[src/common/ttpwm_pkg.sv]
// Shared constants and types of the triple timer unit
package ttpwm_pkg;

  ////////////////////////////////////////////////////////////////////////////
  // Widths
  localparam int ADDR_W = 8;
  localparam int DATA_W = 32;
  localparam int CNT_W  = 16;
  localparam int NUM_TMR = 3;
  localparam int NUM_EVT = 5;

  ////////////////////////////////////////////////////////////////////////////
  // Register map: timers at a stride of 16 bytes, then system registers
  localparam logic [1:0] REG_MODE  = 2'h0;
  localparam logic [1:0] REG_COUNT = 2'h1;
  localparam logic [1:0] REG_LIMA  = 2'h2;
  localparam logic [1:0] REG_LIMB  = 2'h3;
  localparam logic [7:0] OFS_SYSCFG = 8'h30;
  localparam logic [7:0] OFS_STAT   = 8'h34;
  localparam logic [7:0] OFS_MASK   = 8'h38;

  ////////////////////////////////////////////////////////////////////////////
  // Field positions
  localparam int MODE_W       = 4;
  localparam int SYSCFG_PWD   = 0;
  localparam int SYSCFG_PSAVE = 1;
  localparam int SYSCFG_W     = 2;
  localparam int STAT_RISE    = 3;
  localparam int STAT_FALL    = 4;

  ////////////////////////////////////////////////////////////////////////////
  // Reset values
  localparam logic [MODE_W-1:0]   MODE_RST   = 4'h0;
  localparam logic [SYSCFG_W-1:0] SYSCFG_RST = 2'h0;
  localparam logic [NUM_EVT-1:0]  MASK_RST   = 5'h00;
  localparam logic [CNT_W-1:0]    LIMIT_RST  = 16'hFFFF;

  ////////////////////////////////////////////////////////////////////////////
  // Timing: counting rate is one quarter of the core clock
  localparam int QUARTER_DIV   = 4;
  localparam int PSAVE_DIV_DEF = 8;

  ////////////////////////////////////////////////////////////////////////////
  // Types
  typedef struct packed {
    logic ext_sel;
    logic alternate;
    logic continuous;
    logic enable;
  } ttpwm_mode_t;

  typedef struct packed {
    logic              wr;
    logic              rd;
    logic [ADDR_W-1:0] addr;
    logic [DATA_W-1:0] wdata;
  } ttpwm_bus_req_t;

endpackage

[src/core/ttpwm_top.sv]
// Triple timer unit with variable-duty outputs on the first two timers and pulse-width demodulation
//
// Local design decisions: the strobed register port and the register offsets.
`timescale 1ns/1ps
module ttpwm_top #(
  parameter int PSAVE_DIV = ttpwm_pkg::PSAVE_DIV_DEF
) (
  // Clock and reset
  input  wire logic                          sys_clk,
  input  wire logic                          nrst,
  // Register port
  input  ttpwm_pkg::ttpwm_bus_req_t          bus_req,
  output logic [ttpwm_pkg::DATA_W-1:0]       rd_data,
  // Demodulation input pin
  input  wire logic                          demod_in,
  // Timer outputs
  output logic [ttpwm_pkg::NUM_TMR-1:0]      tmr_out,
  // Interrupt
  output logic                               irq
);

  localparam int CW  = ttpwm_pkg::CNT_W;
  localparam int NT  = ttpwm_pkg::NUM_TMR;
  localparam int NE  = ttpwm_pkg::NUM_EVT;
  localparam int DW  = ttpwm_pkg::DATA_W;
  localparam int AW  = ttpwm_pkg::ADDR_W;
  localparam int PSW = (PSAVE_DIV > 2) ? $clog2(PSAVE_DIV) : 1;
  localparam logic [1:0]     QUARTER_LAST = 2'(ttpwm_pkg::QUARTER_DIV - 1);
  localparam logic [PSW-1:0] PSAVE_LAST   = PSW'(PSAVE_DIV - 1);

  ////////////////////////////////////////////////////////////////////////////
  // Address decode helpers
  function automatic logic tmr_sel(input logic [AW-1:0] addr, input int t,
                                   input logic [1:0] r);
    tmr_sel = (addr[7:6] == 2'h0) && (addr[5:4] == 2'(t)) &&
              (addr[3:2] == r) && (addr[1:0] == 2'h0);
  endfunction

  function automatic logic sys_sel(input logic [AW-1:0] addr,
                                   input logic [AW-1:0] ofs);
    sys_sel = (addr == ofs);
  endfunction

  ////////////////////////////////////////////////////////////////////////////
  // Declarations
  logic [1:0]             quarter_q;
  logic [PSW-1:0]         psave_q;
  logic                   quarter_wrap;
  logic                   tick_q;

  ttpwm_pkg::ttpwm_mode_t mode_q   [NT];
  ttpwm_pkg::ttpwm_mode_t mode_eff [NT];
  logic [CW-1:0]          lim_a_q  [NT];
  logic [CW-1:0]          lim_b_q  [NT];
  logic [CW-1:0]          count    [NT];
  logic [NT-1:0]          level;
  logic [NT-1:0]          full;
  logic [NT-1:0]          load;

  logic [ttpwm_pkg::SYSCFG_W-1:0] syscfg_q;
  logic [NE-1:0]          stat_q;
  logic [NE-1:0]          mask_q;
  logic [NE-1:0]          events;
  logic [NE-1:0]          stat_clr;
  logic [NE-1:0]          stat_d;

  logic                   dm_sync1_q;
  logic                   dm_sync2_q;
  logic                   dm_prev_q;
  logic                   dm_rise;
  logic                   dm_fall;

  logic [DW-1:0]          rd_mux;
  logic [DW-1:0]          rd_data_q;
  logic [NT-1:0]          tmr_out_q;
  logic                   irq_q;

  ////////////////////////////////////////////////////////////////////////////
  // Count rate: quarter of the core clock, further slowed in power save
  assign quarter_wrap = (quarter_q == QUARTER_LAST);

  // Free-running divider, never stopped by software
  always_ff @(posedge sys_clk or negedge nrst) begin
    if (!nrst) begin
      quarter_q <= 2'h0;
    end else begin
      quarter_q <= quarter_wrap ? 2'h0 : quarter_q + 2'h1;
    end
  end

  always_ff @(posedge sys_clk or negedge nrst) begin
    if (!nrst) begin
      psave_q <= '0;
    end else if (quarter_wrap) begin
      psave_q <= (psave_q == PSAVE_LAST) ? '0 : psave_q + 1'b1;
    end
  end

  // Registered so every channel steps on the same edge
  always_ff @(posedge sys_clk or negedge nrst) begin
    if (!nrst) begin
      tick_q <= 1'b0;
    end else begin
      tick_q <= quarter_wrap &
                (~syscfg_q[ttpwm_pkg::SYSCFG_PSAVE] || psave_q == PSAVE_LAST);
    end
  end

  ////////////////////////////////////////////////////////////////////////////
  // Timer channels with their mode and limit registers
  for (genvar t = 0; t < NT; t++) begin : g_tmr
    localparam bit HAS_B = (t < NT - 1);

    assign load[t] = bus_req.wr && tmr_sel(bus_req.addr, t, ttpwm_pkg::REG_COUNT);

    // The third timer has no limit B and no external count source
    always_comb begin
      mode_eff[t] = mode_q[t];
      if (!HAS_B) begin
        mode_eff[t].alternate = 1'b0;
        mode_eff[t].ext_sel   = 1'b0;
      end
    end

    // A mode write wins over the one-shot enable clear
    always_ff @(posedge sys_clk or negedge nrst) begin
      if (!nrst) begin
        mode_q[t] <= ttpwm_pkg::MODE_RST;
      end else if (bus_req.wr && tmr_sel(bus_req.addr, t, ttpwm_pkg::REG_MODE)) begin
        mode_q[t] <= bus_req.wdata[ttpwm_pkg::MODE_W-1:0];
      end else if (full[t] && !mode_q[t].continuous) begin
        mode_q[t].enable <= 1'b0;
      end
    end

    always_ff @(posedge sys_clk or negedge nrst) begin
      if (!nrst) begin
        lim_a_q[t] <= ttpwm_pkg::LIMIT_RST;
      end else if (bus_req.wr && tmr_sel(bus_req.addr, t, ttpwm_pkg::REG_LIMA)) begin
        lim_a_q[t] <= bus_req.wdata[CW-1:0];
      end
    end

    // Limit B writes to the third timer are dropped
    always_ff @(posedge sys_clk or negedge nrst) begin
      if (!nrst) begin
        lim_b_q[t] <= ttpwm_pkg::LIMIT_RST;
      end else if (HAS_B && bus_req.wr &&
                   tmr_sel(bus_req.addr, t, ttpwm_pkg::REG_LIMB)) begin
        lim_b_q[t] <= bus_req.wdata[CW-1:0];
      end
    end

    // The first two channels may step on the third timer's full pulse
    ttpwm_channel #(
      .CNT_W (CW),
      .HAS_B (HAS_B)
    ) u_chan (
      .sys_clk  (sys_clk),
      .nrst     (nrst),
      .tick     (tick_q),
      .ext_tick (full[NT-1]),
      .mode     (mode_eff[t]),
      .limit_a  (lim_a_q[t]),
      .limit_b  (lim_b_q[t]),
      .load     (load[t]),
      .load_val (bus_req.wdata[CW-1:0]),
      .count    (count[t]),
      .level    (level[t]),
      .full     (full[t])
    );
  end

  ////////////////////////////////////////////////////////////////////////////
  // System configuration
  always_ff @(posedge sys_clk or negedge nrst) begin
    if (!nrst) begin
      syscfg_q <= ttpwm_pkg::SYSCFG_RST;
    end else if (bus_req.wr && sys_sel(bus_req.addr, ttpwm_pkg::OFS_SYSCFG)) begin
      syscfg_q <= bus_req.wdata[ttpwm_pkg::SYSCFG_W-1:0];
    end
  end

  ////////////////////////////////////////////////////////////////////////////
  // Demodulation input: two-stage synchroniser, then edge detection
  always_ff @(posedge sys_clk or negedge nrst) begin
    if (!nrst) begin
      dm_sync1_q <= 1'b0;
      dm_sync2_q <= 1'b0;
      dm_prev_q  <= 1'b0;
    end else begin
      dm_sync1_q <= demod_in;
      dm_sync2_q <= dm_sync1_q;
      dm_prev_q  <= dm_sync2_q;
    end
  end

  // Edges are logged only while demodulation is enabled
  assign dm_rise = syscfg_q[ttpwm_pkg::SYSCFG_PWD] & dm_sync2_q & ~dm_prev_q;
  assign dm_fall = syscfg_q[ttpwm_pkg::SYSCFG_PWD] & ~dm_sync2_q & dm_prev_q;

  ////////////////////////////////////////////////////////////////////////////
  // Interrupt status, mask and request
  assign events   = {dm_fall, dm_rise, full};
  // Only the bits that the read returns are cleared
  assign stat_clr = (bus_req.rd && sys_sel(bus_req.addr, ttpwm_pkg::OFS_STAT)) ?
                    stat_q : '0;
  // A new event in the clearing cycle stays set
  assign stat_d   = (stat_q & ~stat_clr) | events;

  always_ff @(posedge sys_clk or negedge nrst) begin
    if (!nrst) begin
      stat_q <= '0;
    end else begin
      stat_q <= stat_d;
    end
  end

  always_ff @(posedge sys_clk or negedge nrst) begin
    if (!nrst) begin
      mask_q <= ttpwm_pkg::MASK_RST;
    end else if (bus_req.wr && sys_sel(bus_req.addr, ttpwm_pkg::OFS_MASK)) begin
      mask_q <= bus_req.wdata[NE-1:0];
    end
  end

  // Tracks the status of the same edge, so no extra lag
  always_ff @(posedge sys_clk or negedge nrst) begin
    if (!nrst) begin
      irq_q <= 1'b0;
    end else begin
      irq_q <= |(stat_d & mask_q);
    end
  end

  ////////////////////////////////////////////////////////////////////////////
  // Register read
  always_comb begin
    rd_mux = '0;
    for (int t = 0; t < NT; t++) begin
      if (tmr_sel(bus_req.addr, t, ttpwm_pkg::REG_MODE)) begin
        rd_mux = DW'(mode_q[t]);
      end
      if (tmr_sel(bus_req.addr, t, ttpwm_pkg::REG_COUNT)) begin
        rd_mux = DW'(count[t]);
      end
      if (tmr_sel(bus_req.addr, t, ttpwm_pkg::REG_LIMA)) begin
        rd_mux = DW'(lim_a_q[t]);
      end
      if (t < NT - 1 && tmr_sel(bus_req.addr, t, ttpwm_pkg::REG_LIMB)) begin
        rd_mux = DW'(lim_b_q[t]);
      end
    end
    if (sys_sel(bus_req.addr, ttpwm_pkg::OFS_SYSCFG)) begin
      rd_mux = DW'(syscfg_q);
    end
    if (sys_sel(bus_req.addr, ttpwm_pkg::OFS_STAT)) begin
      rd_mux = DW'(stat_q);
    end
    if (sys_sel(bus_req.addr, ttpwm_pkg::OFS_MASK)) begin
      rd_mux = DW'(mask_q);
    end
  end

  // Read data stand for one cycle, zero otherwise
  always_ff @(posedge sys_clk or negedge nrst) begin
    if (!nrst) begin
      rd_data_q <= '0;
    end else if (bus_req.rd) begin
      rd_data_q <= rd_mux;
    end else begin
      rd_data_q <= '0;
    end
  end

  ////////////////////////////////////////////////////////////////////////////
  // Outputs
  // Pin levels come straight from a flip-flop
  always_ff @(posedge sys_clk or negedge nrst) begin
    if (!nrst) begin
      tmr_out_q <= '0;
    end else begin
      tmr_out_q <= level;
    end
  end

  assign rd_data = rd_data_q;
  assign tmr_out = tmr_out_q;
  assign irq     = irq_q;

endmodule

[src/core/ttpwm_channel.sv]
// One 16-bit timer channel with one or two count limits
`timescale 1ns/1ps
module ttpwm_channel #(
  parameter int CNT_W = 16,
  parameter bit HAS_B = 1'b1
) (
  // Clock and reset
  input  wire logic               sys_clk,
  input  wire logic               nrst,
  // Count sources
  input  wire logic               tick,
  input  wire logic               ext_tick,
  // Configuration
  input  ttpwm_pkg::ttpwm_mode_t  mode,
  input  wire logic [CNT_W-1:0]   limit_a,
  input  wire logic [CNT_W-1:0]   limit_b,
  // Software count load
  input  wire logic               load,
  input  wire logic [CNT_W-1:0]   load_val,
  // Results
  output logic      [CNT_W-1:0]   count,
  output logic                    level,
  output logic                    full
);

  logic [CNT_W-1:0] count_q;
  logic             use_b_q;
  logic             use_b_d;
  logic             level_q;
  logic             full_q;
  logic             step;
  logic             hit;
  logic             dual;
  logic [CNT_W-1:0] act_lim;

  assign dual    = HAS_B & mode.alternate;
  assign step    = mode.enable & (mode.ext_sel ? ext_tick : tick);
  assign act_lim = (dual && use_b_q) ? limit_b : limit_a;
  assign hit     = step & (count_q == act_lim) & ~load;

  ////////////////////////////////////////////////////////////////////////////
  // Counter
  always_ff @(posedge sys_clk or negedge nrst) begin
    if (!nrst) begin
      count_q <= '0;
    end else if (load) begin
      count_q <= load_val;
    end else if (hit) begin
      count_q <= '0;
    end else if (step) begin
      count_q <= count_q + 1'b1;
    end
  end

  ////////////////////////////////////////////////////////////////////////////
  // Limit alternation and output level
  always_comb begin
    use_b_d = use_b_q;
    if (!dual) begin
      use_b_d = 1'b0;
    end else if (hit) begin
      use_b_d = ~use_b_q;
    end
  end

  always_ff @(posedge sys_clk or negedge nrst) begin
    if (!nrst) begin
      use_b_q <= 1'b0;
      level_q <= 1'b0;
    end else begin
      use_b_q <= use_b_d;
      level_q <= mode.enable & ~use_b_d;
    end
  end

  always_ff @(posedge sys_clk or negedge nrst) begin
    if (!nrst) begin
      full_q <= 1'b0;
    end else begin
      full_q <= hit;
    end
  end

  assign count = count_q;
  assign level = level_q;
  assign full  = full_q;

endmodule

[config.mk]
export PLATFORM = sky130hd
export DESIGN_NAME = ttpwm_top
export DESIGN_NICKNAME = d
export VERILOG_FILES = /design/src/common/ttpwm_pkg.sv /design/src/core/ttpwm_top.sv /design/src/core/ttpwm_channel.sv
export SDC_FILE = /design/constraint.sdc
export NUM_CORES = 1
export LEC_CHECK = 0
export BUFFER_PORTS_ARGS = -buffer_cell sky130_fd_sc_hd__buf_4
export CAP_MARGIN = 40
export CELL_PAD_IN_SITES_DETAIL_PLACEMENT = 2
export CELL_PAD_IN_SITES_GLOBAL_PLACEMENT = 2
export CORE_ASPECT_RATIO = 0.5
export CORE_MARGIN = 3
export CORE_UTILIZATION = 39
export CTS_CLUSTER_SIZE = 28
export DETAILED_ROUTE_END_ITERATION = 10
export GPL_ROUTABILITY_DRIVEN = 1
export GPL_TIMING_DRIVEN = 0
export PLACE_DENSITY = 0.82
export SYNTH_ARGS = -nofsm -noshare
export SYNTH_HDL_FRONTEND = slang
export SYNTH_SLANG_ARGS = --single-unit
[constraint.sdc]
create_clock -name sys_clk -period 2.9 [get_ports sys_clk]
set_clock_uncertainty 0.2 [all_clocks]
set_input_delay 0.58 -clock sys_clk [delete_from_list [all_inputs] [get_ports sys_clk]]
set_output_delay 0.58 -clock sys_clk [all_outputs]
set_load 0.05 [all_outputs]
==> results of run 1 <==
==> Yosys cell counts (7+ instances only) <==
library cell	n
and3_1	13
nand4_1	14
xor2_1	23
o211ai_1	10
a21o_1	7
or3_1	10
mux2_2	101
dfrtp_1	109
a21oi_1	73
o21a_1	9
clkbuf_1	60
nor3_1	16
and2_1	8
a2bb2oi_2	7
nand2_1	125
a22oi_1	17
dfstp_2	80
o21ai_1	8
o21ai_0	58
o221ai_1	9
xnor2_1	27
nor2_1	80
inv_1	25
a221oi_1	15
mux2i_1	27
o31ai_1	10
nor2b_1	11
o22ai_1	20
a2bb2oi_1	12
a31oi_1	7
nand2b_1	20
buf_4	16
buf_2	9
nand3_1	43
==> routing by layer <==
layer / up-vias / track usage
li1: 4404 / -
met1: 5368 / 0.413
met2: 278 / 0.457
met3: 54 / 0.0704
met4: 0 / 0.0745
met5: - / 0
==> flip-flops by register name, indices dropped and copies added (netlist names), 2 cells and up <==
signal	flops
g_tmr.u_chan.count	48
lim_a_q	48
lim_b_q	32
rd_data	16
mode_eff	10
mask_q	5
stat_q	5
g_tmr.u_chan.full	3
g_tmr.u_chan.level	3
psave_q	3
tmr_out	3
g_tmr.u_chan.use_b_q	2
mode_q	2
quarter_q	2
syscfg_q	2
==> logic make-up after synthesis <==
logic type,after synthesis,synth area share
flops,189,0.430
mux,128,0.125
other cells,1,0.000334
compound gates,302,0.182
simple gates,377,0.169
fa+ha+maj,6,0.00668
xor+xnor,50,0.0390
buf+inv,119,0.0474
==> per-stage QoR <==
stage | power, uW | cells | cell area [um2]
6_report | 6430 | 1655 | 12900
3_5_place_dp | 4010 | 1620 | 12200
2_1_floorplan | 3600 | 1187 | 11300
4_1_cts | 6440 | 1657 | 12800
3_3_place_gp | 3940 | 1616 | 12100
5_1_grt | 6700 | 1655 | 12900
==> timing repair <==
action | in CTS | in global routing
setup endpoints to repair | 50 | 78
setup buffers | 3 | 3
gates resized for setup | 11 | 33
hold endpoints to repair | 38 | 0
hold buffers | 2 | 0
pin swaps | 1 | 1
==> path summary, 6_finish.rpt <==
| kind | from | to | slack, ns | depth (start not counted) |
|---|---|---|---|---|
| max in group asynchronous | nrst | rd_data[8]$_DFF_PN0_ | 0.95 | 3 |
| worst max register to register | g_tmr[1].u_chan.use_b_q$_DFF_PN0_ | g_tmr[1].u_chan.count[12]$_DFFE_PN0P_ | 0.10 | 10 |
| worst min-delay path | g_tmr[0].u_chan.level$_DFF_PN0_ | tmr_out[0]$_DFF_PN0_ | 0.15 | 0 |
| worst max-delay path | bus_req[34] | rd_data[6]$_DFF_PN0_ | 0.05 | 9 |
| min in group asynchronous | nrst | g_tmr[0].u_chan.count[3]$_DFFE_PN0P_ | 0.48 | 2 |
| worst min register to register | g_tmr[0].u_chan.level$_DFF_PN0_ | tmr_out[0]$_DFF_PN0_ | 0.15 | 0 |
==> worst max-delay path, delay by kind of cell <==
kind,cells,cell delay (ns)
AND/OR/NAND/NOR,4,1.05
AO/OA/AOI/OAI,2,0.68
buffers and inverters,3,0.67
==> final cells by class <==
| cell class | instances | area [um2] |
|---|---|---|
| Multi-Input combinational cell | 879 | 5980 |
| Timing Repair Buffer | 59 | 485 |
| Fill cell | 2964 | 15100 |
| Tap cell | 382 | 478 |
| Sequential cell | 189 | 4830 |
| Clock inverter | 15 | 155 |
| Clock buffer | 17 | 425 |
| Inverter | 27 | 105 |
| Buffer | 87 | 443 |
==> power groups by stage <==
stage | Sequential, uW | Clock [uW] | Combinational (uW)
2_1_floorplan | 2950 | 0 | 649
3_3_place_gp | 2990 | 0 | 954
3_5_place_dp | 3000 | 0 | 1010
4_1_cts | 2950 | 2460 | 1030
5_1_grt | 2980 | 2580 | 1140
6_report | 2960 | 2420 | 1050
==> out/summary.md, run 1 <==
- number of maximum-capacitance constraint violations: 0
- synthesis-to-finish area growth: 14.9%
- area enclosed by the die boundary: 31,000 um2
- achievable clock frequency: 0.351 GHz
- Slew headroom: 0.334
- input/output buffers: 47
- path class of the lowest-slack min-delay path: reg -> reg
- least setup slack across all paths after layout: 0.0470 ns
- clock slew at reported path FFs: 0.07 ns
- number of diodes: 0
- most common cell after layout, fill and taps aside: nand2_1
- cell taking the most area after synthesis: dfrtp_1
- post-detailed-route via-to-cell ratio: 6.11
- count of warnings emitted by yosys: 0
- final hold slack: 0.152 ns
- endpoints failing hold: 0
- flip-flop cell with the highest count after synthesis: dfrtp_1
- RSZ-0062 raised after global routing: true
- count of state elements after synthesis: 189
- metal3 WL: 2780 um
- PwrDens: 498 nW/um2
- Net Switching: 2000 uW
- post-synthesis instance total: 1,172
- Final Critical Period: 2.85 ns
- run status: complete, no violations
- FP Rows: 43
- clock tree from TritonCTS: built
- Worst Setup Start Kind: input port
- register share of total power: 0.461
- setup-violating endpoint count in the final report: 0
- number of detailed-routing iterations run before antenna repair: 5
- Max stage delay cell, worst path: nor4b_2
- post-synth cell types: 76
- final global-route overflow total: 0
- count of flip-flops with a built-in enable after synthesis: 0
- Antenna Violating Nets Remaining: 0
- internal power: 4420 uW
- final-stage net count: 1,311
- setup total negative slack: 0 ns
- data arrival time of the critical path: 2.98 ns
- Util after Layout: 0.460
- detailed-routing wirelength on met1: 20,800 um
- worst setup timing slack at the placement stage: -0.659 ns
- maximum number of buffers from clock root to sink: 2
- wire length of the first global-routing pass: 68,900 um
- sw frac: 0.311
- vias in the first global route: 11.0k
- number of buffers created by CTS: 17
- mean area per synthesized cell: 9.59 um2
- Mapped Area: 11,200 um2
- cell types with the largest area share after synthesis: dfrtp_1 (24%), dfstp_2 (19%), mux2_2 (10%), nand2_1 (4.2%), a21oi_1 (3.3%)
- share of post-route cells with drive strength above 1: 0.276
- clock power share: 0.376
- max-slew violation total from the final report: 0
- fraction of the cycle the final worst path needs: 0.984
- later-pin clock latency in the skew report: 0.47 ns
- largest vdd supply drop: 0.471 mV
- uppermost routed layer: met4
- area of the placeable core: 28,000 um2
- Detailed Route WL: 44,700 um
- fraction of power consumed by combinational cells: 0.163
- Placer Congestion: 0.915
- leakage power figure: 0.00529 uW
- worst path cell trace: buf_4 > clkbuf_1 > nor4b_2 > buf_4 > nand2_1 > o211ai_1 > nor2_1 > a221oi_1 > nor2_1
- Worst EP required: 3.02 ns
- level count of the clock H-tree: 4
- die width: 246 um
- Critical Path Fanout Max: 10
- clock sink total: 189
- detailed-routed wire length on met2: 20,500 um
- antenna violations before repair: 0
- sequential element share of the synthesized area: 0.430
- startpoint-to-endpoint class of the critical path: in -> reg
- die outline height: 126 um
- Critical Path Sink Type: flip-flop
- worst-margin pin slew: 0.999 ns
- Largest stage delay, worst path: 0.52 ns
- top-area cell type share of the netlist area: 0.243
- total DRC errors in the routed layout: 0
- asr flop ratio synth: 1.00
- Overall Global Routing Usage: 0.294
- I/O pins: 81
- via count: 10.1k
- per-cell routed wire length: 27.0 um
- clock root buffer: clkbuf_16
- maximum number of pins on one net before global-route repair: 116
- leading cell types in the layout, fill and taps excluded: nand2_1 (125), dfrtp_1 (108), mux2_2 (101)
- initial core utilization: 0.401
- DRC violation total after the first TritonRoute iteration: 897
- half-perimeter wire length of the detailed placement result: 33,100 um
Note: power is estimated with default switching activity, not from simulation.
==> run 2, diff against run 1 <==
--- a/config.mk
+++ b/config.mk
@@ -16,6 +16,7 @@
 export DETAILED_ROUTE_END_ITERATION = 10
 export GPL_ROUTABILITY_DRIVEN = 1
 export GPL_TIMING_DRIVEN = 0
+export MAX_ROUTING_LAYER = met4
 export PLACE_DENSITY = 0.82
 export SYNTH_ARGS = -nofsm -noshare
 export SYNTH_HDL_FRONTEND = slang
==> constraint.sdc (replaced) <==
create_clock -name sys_clk -period 3.1 [get_ports sys_clk]
set_clock_uncertainty 0.2 [all_clocks]
set_input_delay 0.62 -clock sys_clk [delete_from_list [all_inputs] [get_ports sys_clk]]
set_output_delay 0.62 -clock sys_clk [all_outputs]
set_load 0.05 [all_outputs]
==> run 2 against run 1 <==
  * Die area did not move
  * Final cell count about the same
  * Critical path depth up 1
==> out/summary.md, run 2 (synthesis results as in run 1) <==
- Critical Path Fanout Max: 10, unchanged
- DRC violation total after the first TritonRoute iteration: 982, +9.5%
- worst path cell trace: and2_4 > buf_6 > nand3_1 > a221oi_1 > o211ai_1 > nor4b_4 > buf_4 > buf_6 > a2bb2oi_2 > o21ai_1
- Critical Path Sink Type: flip-flop
- clock sink total: 189, unchanged
- later-pin clock latency in the skew report: 0.47 ns, about the same
- number of maximum-capacitance constraint violations: 0, unchanged
- Detailed Route WL: 46,100 um, +3.1%
- vias in the first global route: 10.9k, -0.20%
- Max stage delay cell, worst path: dfrtp_1
- per-cell routed wire length: 27.9 um, +3.1%
- Antenna Violating Nets Remaining: 0, unchanged
- clock root buffer: clkbuf_16
- total DRC errors in the routed layout: 0, unchanged
- final global-route overflow total: 0, unchanged
- R2R cell count: 10, unchanged
- number of detailed-routing iterations run before antenna repair: 5, unchanged
- Final Critical Period: 3.04 ns
- area of the placeable core: 28,000 um2, unchanged
- via count: 10.2k, +0.67%
- startpoint of the most critical register-to-register path: mode_eff[6]$_DFFE_PN0P_
- worst hold start: demod_in
- leakage power figure: 0.00526 uW, -0.55%
- path class of the lowest-slack min-delay path: in -> reg
- share of post-route cells with drive strength above 1: 0.264, -0.0120
- I/O pins: 81, unchanged
- Placer Congestion: 0.964, +5.3%
- PwrDens: 468 nW/um2, -6.0%
- number of buffers created by CTS: 17, unchanged
- Slew headroom: 0.374, +0.0397
- startpoint-to-endpoint class of the critical path: reg -> reg
- initial core utilization: 0.401, unchanged
- worst hold path cell count: 1, +1
- Largest stage delay, worst path: 0.51 ns, about the same
- most common cell after layout, fill and taps aside: nand2_1
- setup slack of the most critical reg-to-reg path: 0.06 ns, -0.04 ns
- largest vdd supply drop: 0.418 mV, -11%
- achievable clock frequency: 0.329 GHz
- area enclosed by the die boundary: 31,000 um2, unchanged
- half-perimeter wire length of the detailed placement result: 33,500 um, +1.3%
- worst-case hold path end point: dm_sync1_q$_DFF_PN0_
- WP buf/inv: 3, unchanged
- leading cell types in the layout, fill and taps excluded: nand2_1 (125), dfrtp_1 (109), mux2_2 (101)
- Worst EP required: 3.23 ns, +0.21 ns
- die outline height: 126 um, unchanged
- Crit path top cell by count: buf_6
- FP Rows: 43, unchanged
- worst-margin pin slew: 0.939 ns, -0.0596 ns
- final std cell area, no fill: 12,800 um2, -0.47%
- maximum number of pins on one net before global-route repair: 116, unchanged
- input/output buffers: 47, unchanged
- endpoints failing hold: 0, unchanged
- final-stage net count: 1,312, +0.076%
- capture point of the worst reg-to-reg path: g_tmr[1].u_chan.count[14]$_DFFE_PN0P_
- fraction of the cycle the final worst path needs: 0.980
- Overall Global Routing Usage: 0.311, +0.0174
- die width: 246 um, unchanged
- RSZ-0062 raised after global routing: true
- placed cell areas: 12,200 um2, -0.12%
- Worst Setup Start Kind: flip-flop
- post-detailed-route via-to-cell ratio: 6.14, +0.61%
- max-slew violation total from the final report: 0, unchanged
- data arrival time of the critical path: 3.16 ns, +0.18 ns
- wire length of the first global-routing pass: 70,200 um, +2.0%
- run status: complete, no violations
- Util after Layout: 0.458, -0.00219
- clock slew at reported path FFs: 0.08 ns, about the same
- setup-violating endpoint count in the final report: 0, unchanged
- antenna violations before repair: 0, unchanged
- maximum number of buffers from clock root to sink: 2, unchanged
- family with the most delay on the worst path: compound AO/OA/AOI/OAI gates
- number of diodes: 0, unchanged
- synthesis-to-finish area growth: 14.3%
- level count of the clock H-tree: 4, unchanged
- Pwr Total: 6010 uW, -6.4%
- clock tree from TritonCTS: built
[run 2: worst max-delay path by stage]
| stage | from | end | slack, ns | depth (start not counted) |
|---|---|---|---|---|
| after floorplan | bus_req[37] | rd_data[0]$_DFF_PN0_ | 0.42 | 7 |
| after global placement | bus_req[34] | rd_data[6]$_DFF_PN0_ | -0.58 | 8 |
| after detailed placement | bus_req[37] | lim_b_q[28]$_DFFE_PN1P_ | -0.53 | 7 |
| after CTS | bus_req[35] | rd_data[4]$_DFF_PN0_ | 0.03 | 8 |
| after global routing | g_tmr[1].u_chan.count[3]$_DFFE_PN0P_ | g_tmr[1].u_chan.count[14]$_DFFE_PN0P_ | -0.009 | 10 |
| final | mode_eff[6]$_DFFE_PN0P_ | g_tmr[1].u_chan.count[14]$_DFFE_PN0P_ | 0.06 | 10 |
[run 2: cell type report]
cell class / count / area [um2]
fill: 2946 / 15200
multi-input combinational: 879 / 5970
sequential: 189 / 4830
tap: 382 / 478
timing repair buffer: 57 / 460
clock buffer: 20 / 457
buffer: 90 / 437
clock inverter: 12 / 111
inverter: 27 / 101
[run 2: layer usage]
| layer | global-route usage | wire, um | share of wire | vias to the layer above |
|---|---|---|---|---|
| met5 | - | 0 | 0 | - |
| met4 | 0.0835 | 903 | 0.020 | 0 |
| met3 | 0.0551 | 2400 | 0.052 | 65 |
| met2 | 0.483 | 21500 | 0.47 | 276 |
| met1 | 0.422 | 21400 | 0.46 | 5415 |
| li1 | - | - | - | 4416 |
[run 2: per-stage QoR]
stage	cells	worst slack, ns	hold slack, ns	setup TNS, ns
after floorplan	1187	0.421	0.124	0
after global placement	1616	-0.577	0.132	-33.33
after detailed placement	1619	-0.528	0.143	-21.47
after CTS	1655	0.0281	0.0405	0
after global routing	1656	-0.00946	0.0412	-0.00946
final	1656	0.0628	0.0619	0
[run 2: where the power goes]
| group | internal [uW] | total, uW | switching (uW) |
|---|---|---|---|
| Combinational | 383 | 976 | 593 |
| Clock | 1160 | 2260 | 1100 |
| Sequential | 2620 | 2770 | 158 |
[run 2: what timing repair did]
| item | in CTS | in global routing |
|---|---|---|
| pin swaps | 1 | 1 |
| setup buffers | 3 | 3 |
| gates resized for setup | 2 | 19 |
| endpoints found under the setup margin | 28 | 36 |
| hold endpoints to repair | 39 | 0 |
| hold buffers | 1 | 0 |
==> run 3, diff against run 2 <==
--- a/config.mk
+++ b/config.mk
@@ -11,13 +11,13 @@
 export CELL_PAD_IN_SITES_GLOBAL_PLACEMENT = 2
 export CORE_ASPECT_RATIO = 0.5
 export CORE_MARGIN = 3
-export CORE_UTILIZATION = 39
+export CORE_UTILIZATION = 42
 export CTS_CLUSTER_SIZE = 28
 export DETAILED_ROUTE_END_ITERATION = 10
 export GPL_ROUTABILITY_DRIVEN = 1
 export GPL_TIMING_DRIVEN = 0
 export MAX_ROUTING_LAYER = met4
-export PLACE_DENSITY = 0.82
+export PLACE_DENSITY_LB_ADDON = 0.1
 export SYNTH_ARGS = -nofsm -noshare
 export SYNTH_HDL_FRONTEND = slang
 export SYNTH_SLANG_ARGS = --single-unit
==> constraint.sdc (replaced) <==
create_clock -name sys_clk -period 3.85 [get_ports sys_clk]
set_clock_uncertainty 0.2 [all_clocks]
set_input_delay 0.77 -clock sys_clk [delete_from_list [all_inputs] [get_ports sys_clk]]
set_output_delay 0.77 -clock sys_clk [all_outputs]
set_load 0.05 [all_outputs]
==> run 3 against run 2 <==
  * Count of clock-buffer cells in the layout shrank 3
  * Hold slack lost 0.0076 ns
  * Flip-flop and latch count is the same
  * Highest routed layer unchanged
  * Critical path type is now in -> reg
  * Worst setup slack gained 0.29 ns
  * Core utilization grew 3.8 points
==> out/summary.md, run 3 (synthesis results as in run 1) <==
- area enclosed by the die boundary: 28,900 um2, -6.9%
- vias in the first global route: 11.1k, +1.2%
- fraction of the cycle the final worst path needs: 0.910
- synthesis-to-finish area growth: 13.7%
- path class of the lowest-slack min-delay path: in -> async
- run status: complete, no violations
- wire length of the first global-routing pass: 69,100 um, -1.6%
- Placer Congestion: 0.920, -4.6%
- clock root buffer: clkbuf_16
- I/O pins: 81, unchanged
- RSZ-0062 raised after global routing: false
- max-slew violation total from the final report: 0, unchanged
- Worst EP required: 3.94 ns, +0.71 ns
- post-detailed-route via-to-cell ratio: 6.27, +2.1%
- Slew headroom: 0.384, +0.00994
- number of diodes: 0, unchanged
- number of hold-repair buffers added at the cts stage: 0, -1
- Pwr Total: 4930 uW, -18%
- Overall Global Routing Usage: 0.330, +0.0191
- leakage power figure: 0.00523 uW, -0.62%
- number of detailed-routing iterations run before antenna repair: 5, unchanged
- initial core utilization: 0.436, +0.0355
- Critical Path Fanout Max: 10, unchanged
- setup-violating endpoint count in the final report: 0, unchanged
- achievable clock frequency: 0.286 GHz
- maximum number of buffers from clock root to sink: 2, unchanged
- endpoints failing hold: 0, unchanged
- antenna violations before repair: 0, unchanged
- Worst Setup Start Kind: input port
- total DRC errors in the routed layout: 0, unchanged
- Post-CTS Setup Repair Bufs: 0, -3
- final global-route overflow total: 0, unchanged
- Detailed Route WL: 45,400 um, -1.6%
- input/output buffers: 47, unchanged
- data arrival time of the critical path: 3.59 ns, +0.43 ns
- die outline height: 122 um, -3.5%
- half-perimeter wire length of the detailed placement result: 33,900 um, +1.1%
- PwrDens: 386 nW/um2, -17%
- final-stage net count: 1,309, -0.23%
- worst-margin pin slew: 0.922 ns, -0.0173 ns
- setup total negative slack: 0 ns, unchanged
- via count: 10.1k, -0.45%
- area of the placeable core: 25,800 um2, -8.1%
- clock slew at reported path FFs: 0.08 ns, about the same
- leading cell types in the layout, fill and taps excluded: nand2_1 (125), dfrtp_1 (109), mux2_2 (101)
- later-pin clock latency in the skew report: 0.47 ns, about the same
- level count of the clock H-tree: 4, unchanged
- Final Critical Period: 3.50 ns
- Resized Gates After CTS: 0, -2
- per-cell routed wire length: 28.1 um, +0.86%
- maximum number of pins on one net before global-route repair: 115, -0.86%
- share of post-route cells with drive strength above 1: 0.256, -0.00803
- most common cell after layout, fill and taps aside: nand2_1
- clock tree from TritonCTS: built
- number of buffers created by CTS: 17, unchanged
- clock sink total: 189, unchanged
- number of maximum-capacitance constraint violations: 0, unchanged
- Critical Path Sink Type: flip-flop
- largest vdd supply drop: 0.328 mV, -22%
- Antenna Violating Nets Remaining: 0, unchanged
- FP Rows: 41, -4.7%
- startpoint-to-endpoint class of the critical path: in -> reg
- DRC violation total after the first TritonRoute iteration: 969, -1.3%
- die width: 237 um, -3.5%
[run 3: changes by cell type in the layout (fill, tap and decap cells not counted), sizes merged]
cell,previous run,this run
clkbuf,82,77
inv,29,34
clkinv,9,5
bufinv,1,2
clkdlybuf4s15,0,1
clkdlybuf4s18,1,0
clkinvlp,0,1
dlygate4sd3,1,0
[run 3: cell type report]
cell class              count  area, um2
inverters                  27        101
plain buffers              92        432
clock buffers              17        425
multi-input cells         879       5930
fillers                  2753      13000
well taps                 344        430
flip-flops and latches    189       4830
repair buffers             52        429
clock inverters            15        195
[run 3: stage by stage]
stage,hold WS [ns],std cells,area [um2],worst slack (ns),utilization
after floorplan,0.131,1187,11300,1.02,-
final,0.0543,1615,12800,0.348,0.496
after detailed placement,0.139,1581,12100,0.0269,0.471
after CTS,0.0977,1613,12700,0.463,0.495
after global routing,0.0921,1615,12800,0.330,0.496
after global placement,0.132,1578,12100,0.0677,0.469
[run 3: worst paths after layout]
check	cells past startpoint	startpoint	to	slack, ns
worst max-delay path	8	bus_req[34]	rd_data[4]$_DFF_PN0_	0.35
worst min-delay path	1	nrst	g_tmr[0].u_chan.count[5]$_DFFE_PN0P_	0.05
worst max register to register	9	g_tmr[1].u_chan.count[10]$_DFFE_PN0P_	g_tmr[1].u_chan.count[12]$_DFFE_PN0P_	0.54
worst min register to register	0	dm_sync1_q$_DFF_PN0_	dm_sync2_q$_DFF_PN0_	0.16
max in group asynchronous	2	nrst	stat_q[2]$_DFF_PN0_	2.33
min in group sys_clk	0	dm_sync1_q$_DFF_PN0_	dm_sync2_q$_DFF_PN0_	0.16
[run 3: where the power goes]
group | leakage (uW) | total (uW) | internal (uW) | switching, uW
combinational | 0.00278 | 778 | 306 | 472
clock | 0.000301 | 1920 | 994 | 929
sequential | 0.00215 | 2230 | 2110 | 125
[run 3: worst max-delay path, stage by stage]
cell and delay [ns]:
buf_4 0.12, clkbuf_1 0.25, nor2b_1 0.66, clkbuf_1 0.47, a21oi_1 0.19, o22ai_1 0.36
a222oi_1 0.17, nor4_1 0.60
[run 3: per-layer routing]
layer  up-vias  global-route usage  part of all wire
met5         -                   -                 0
met4         0              0.0816             0.019
met3        68              0.0776             0.058
met2       280               0.512              0.46
met1      5365               0.442              0.47
li1       4413                   -                 -
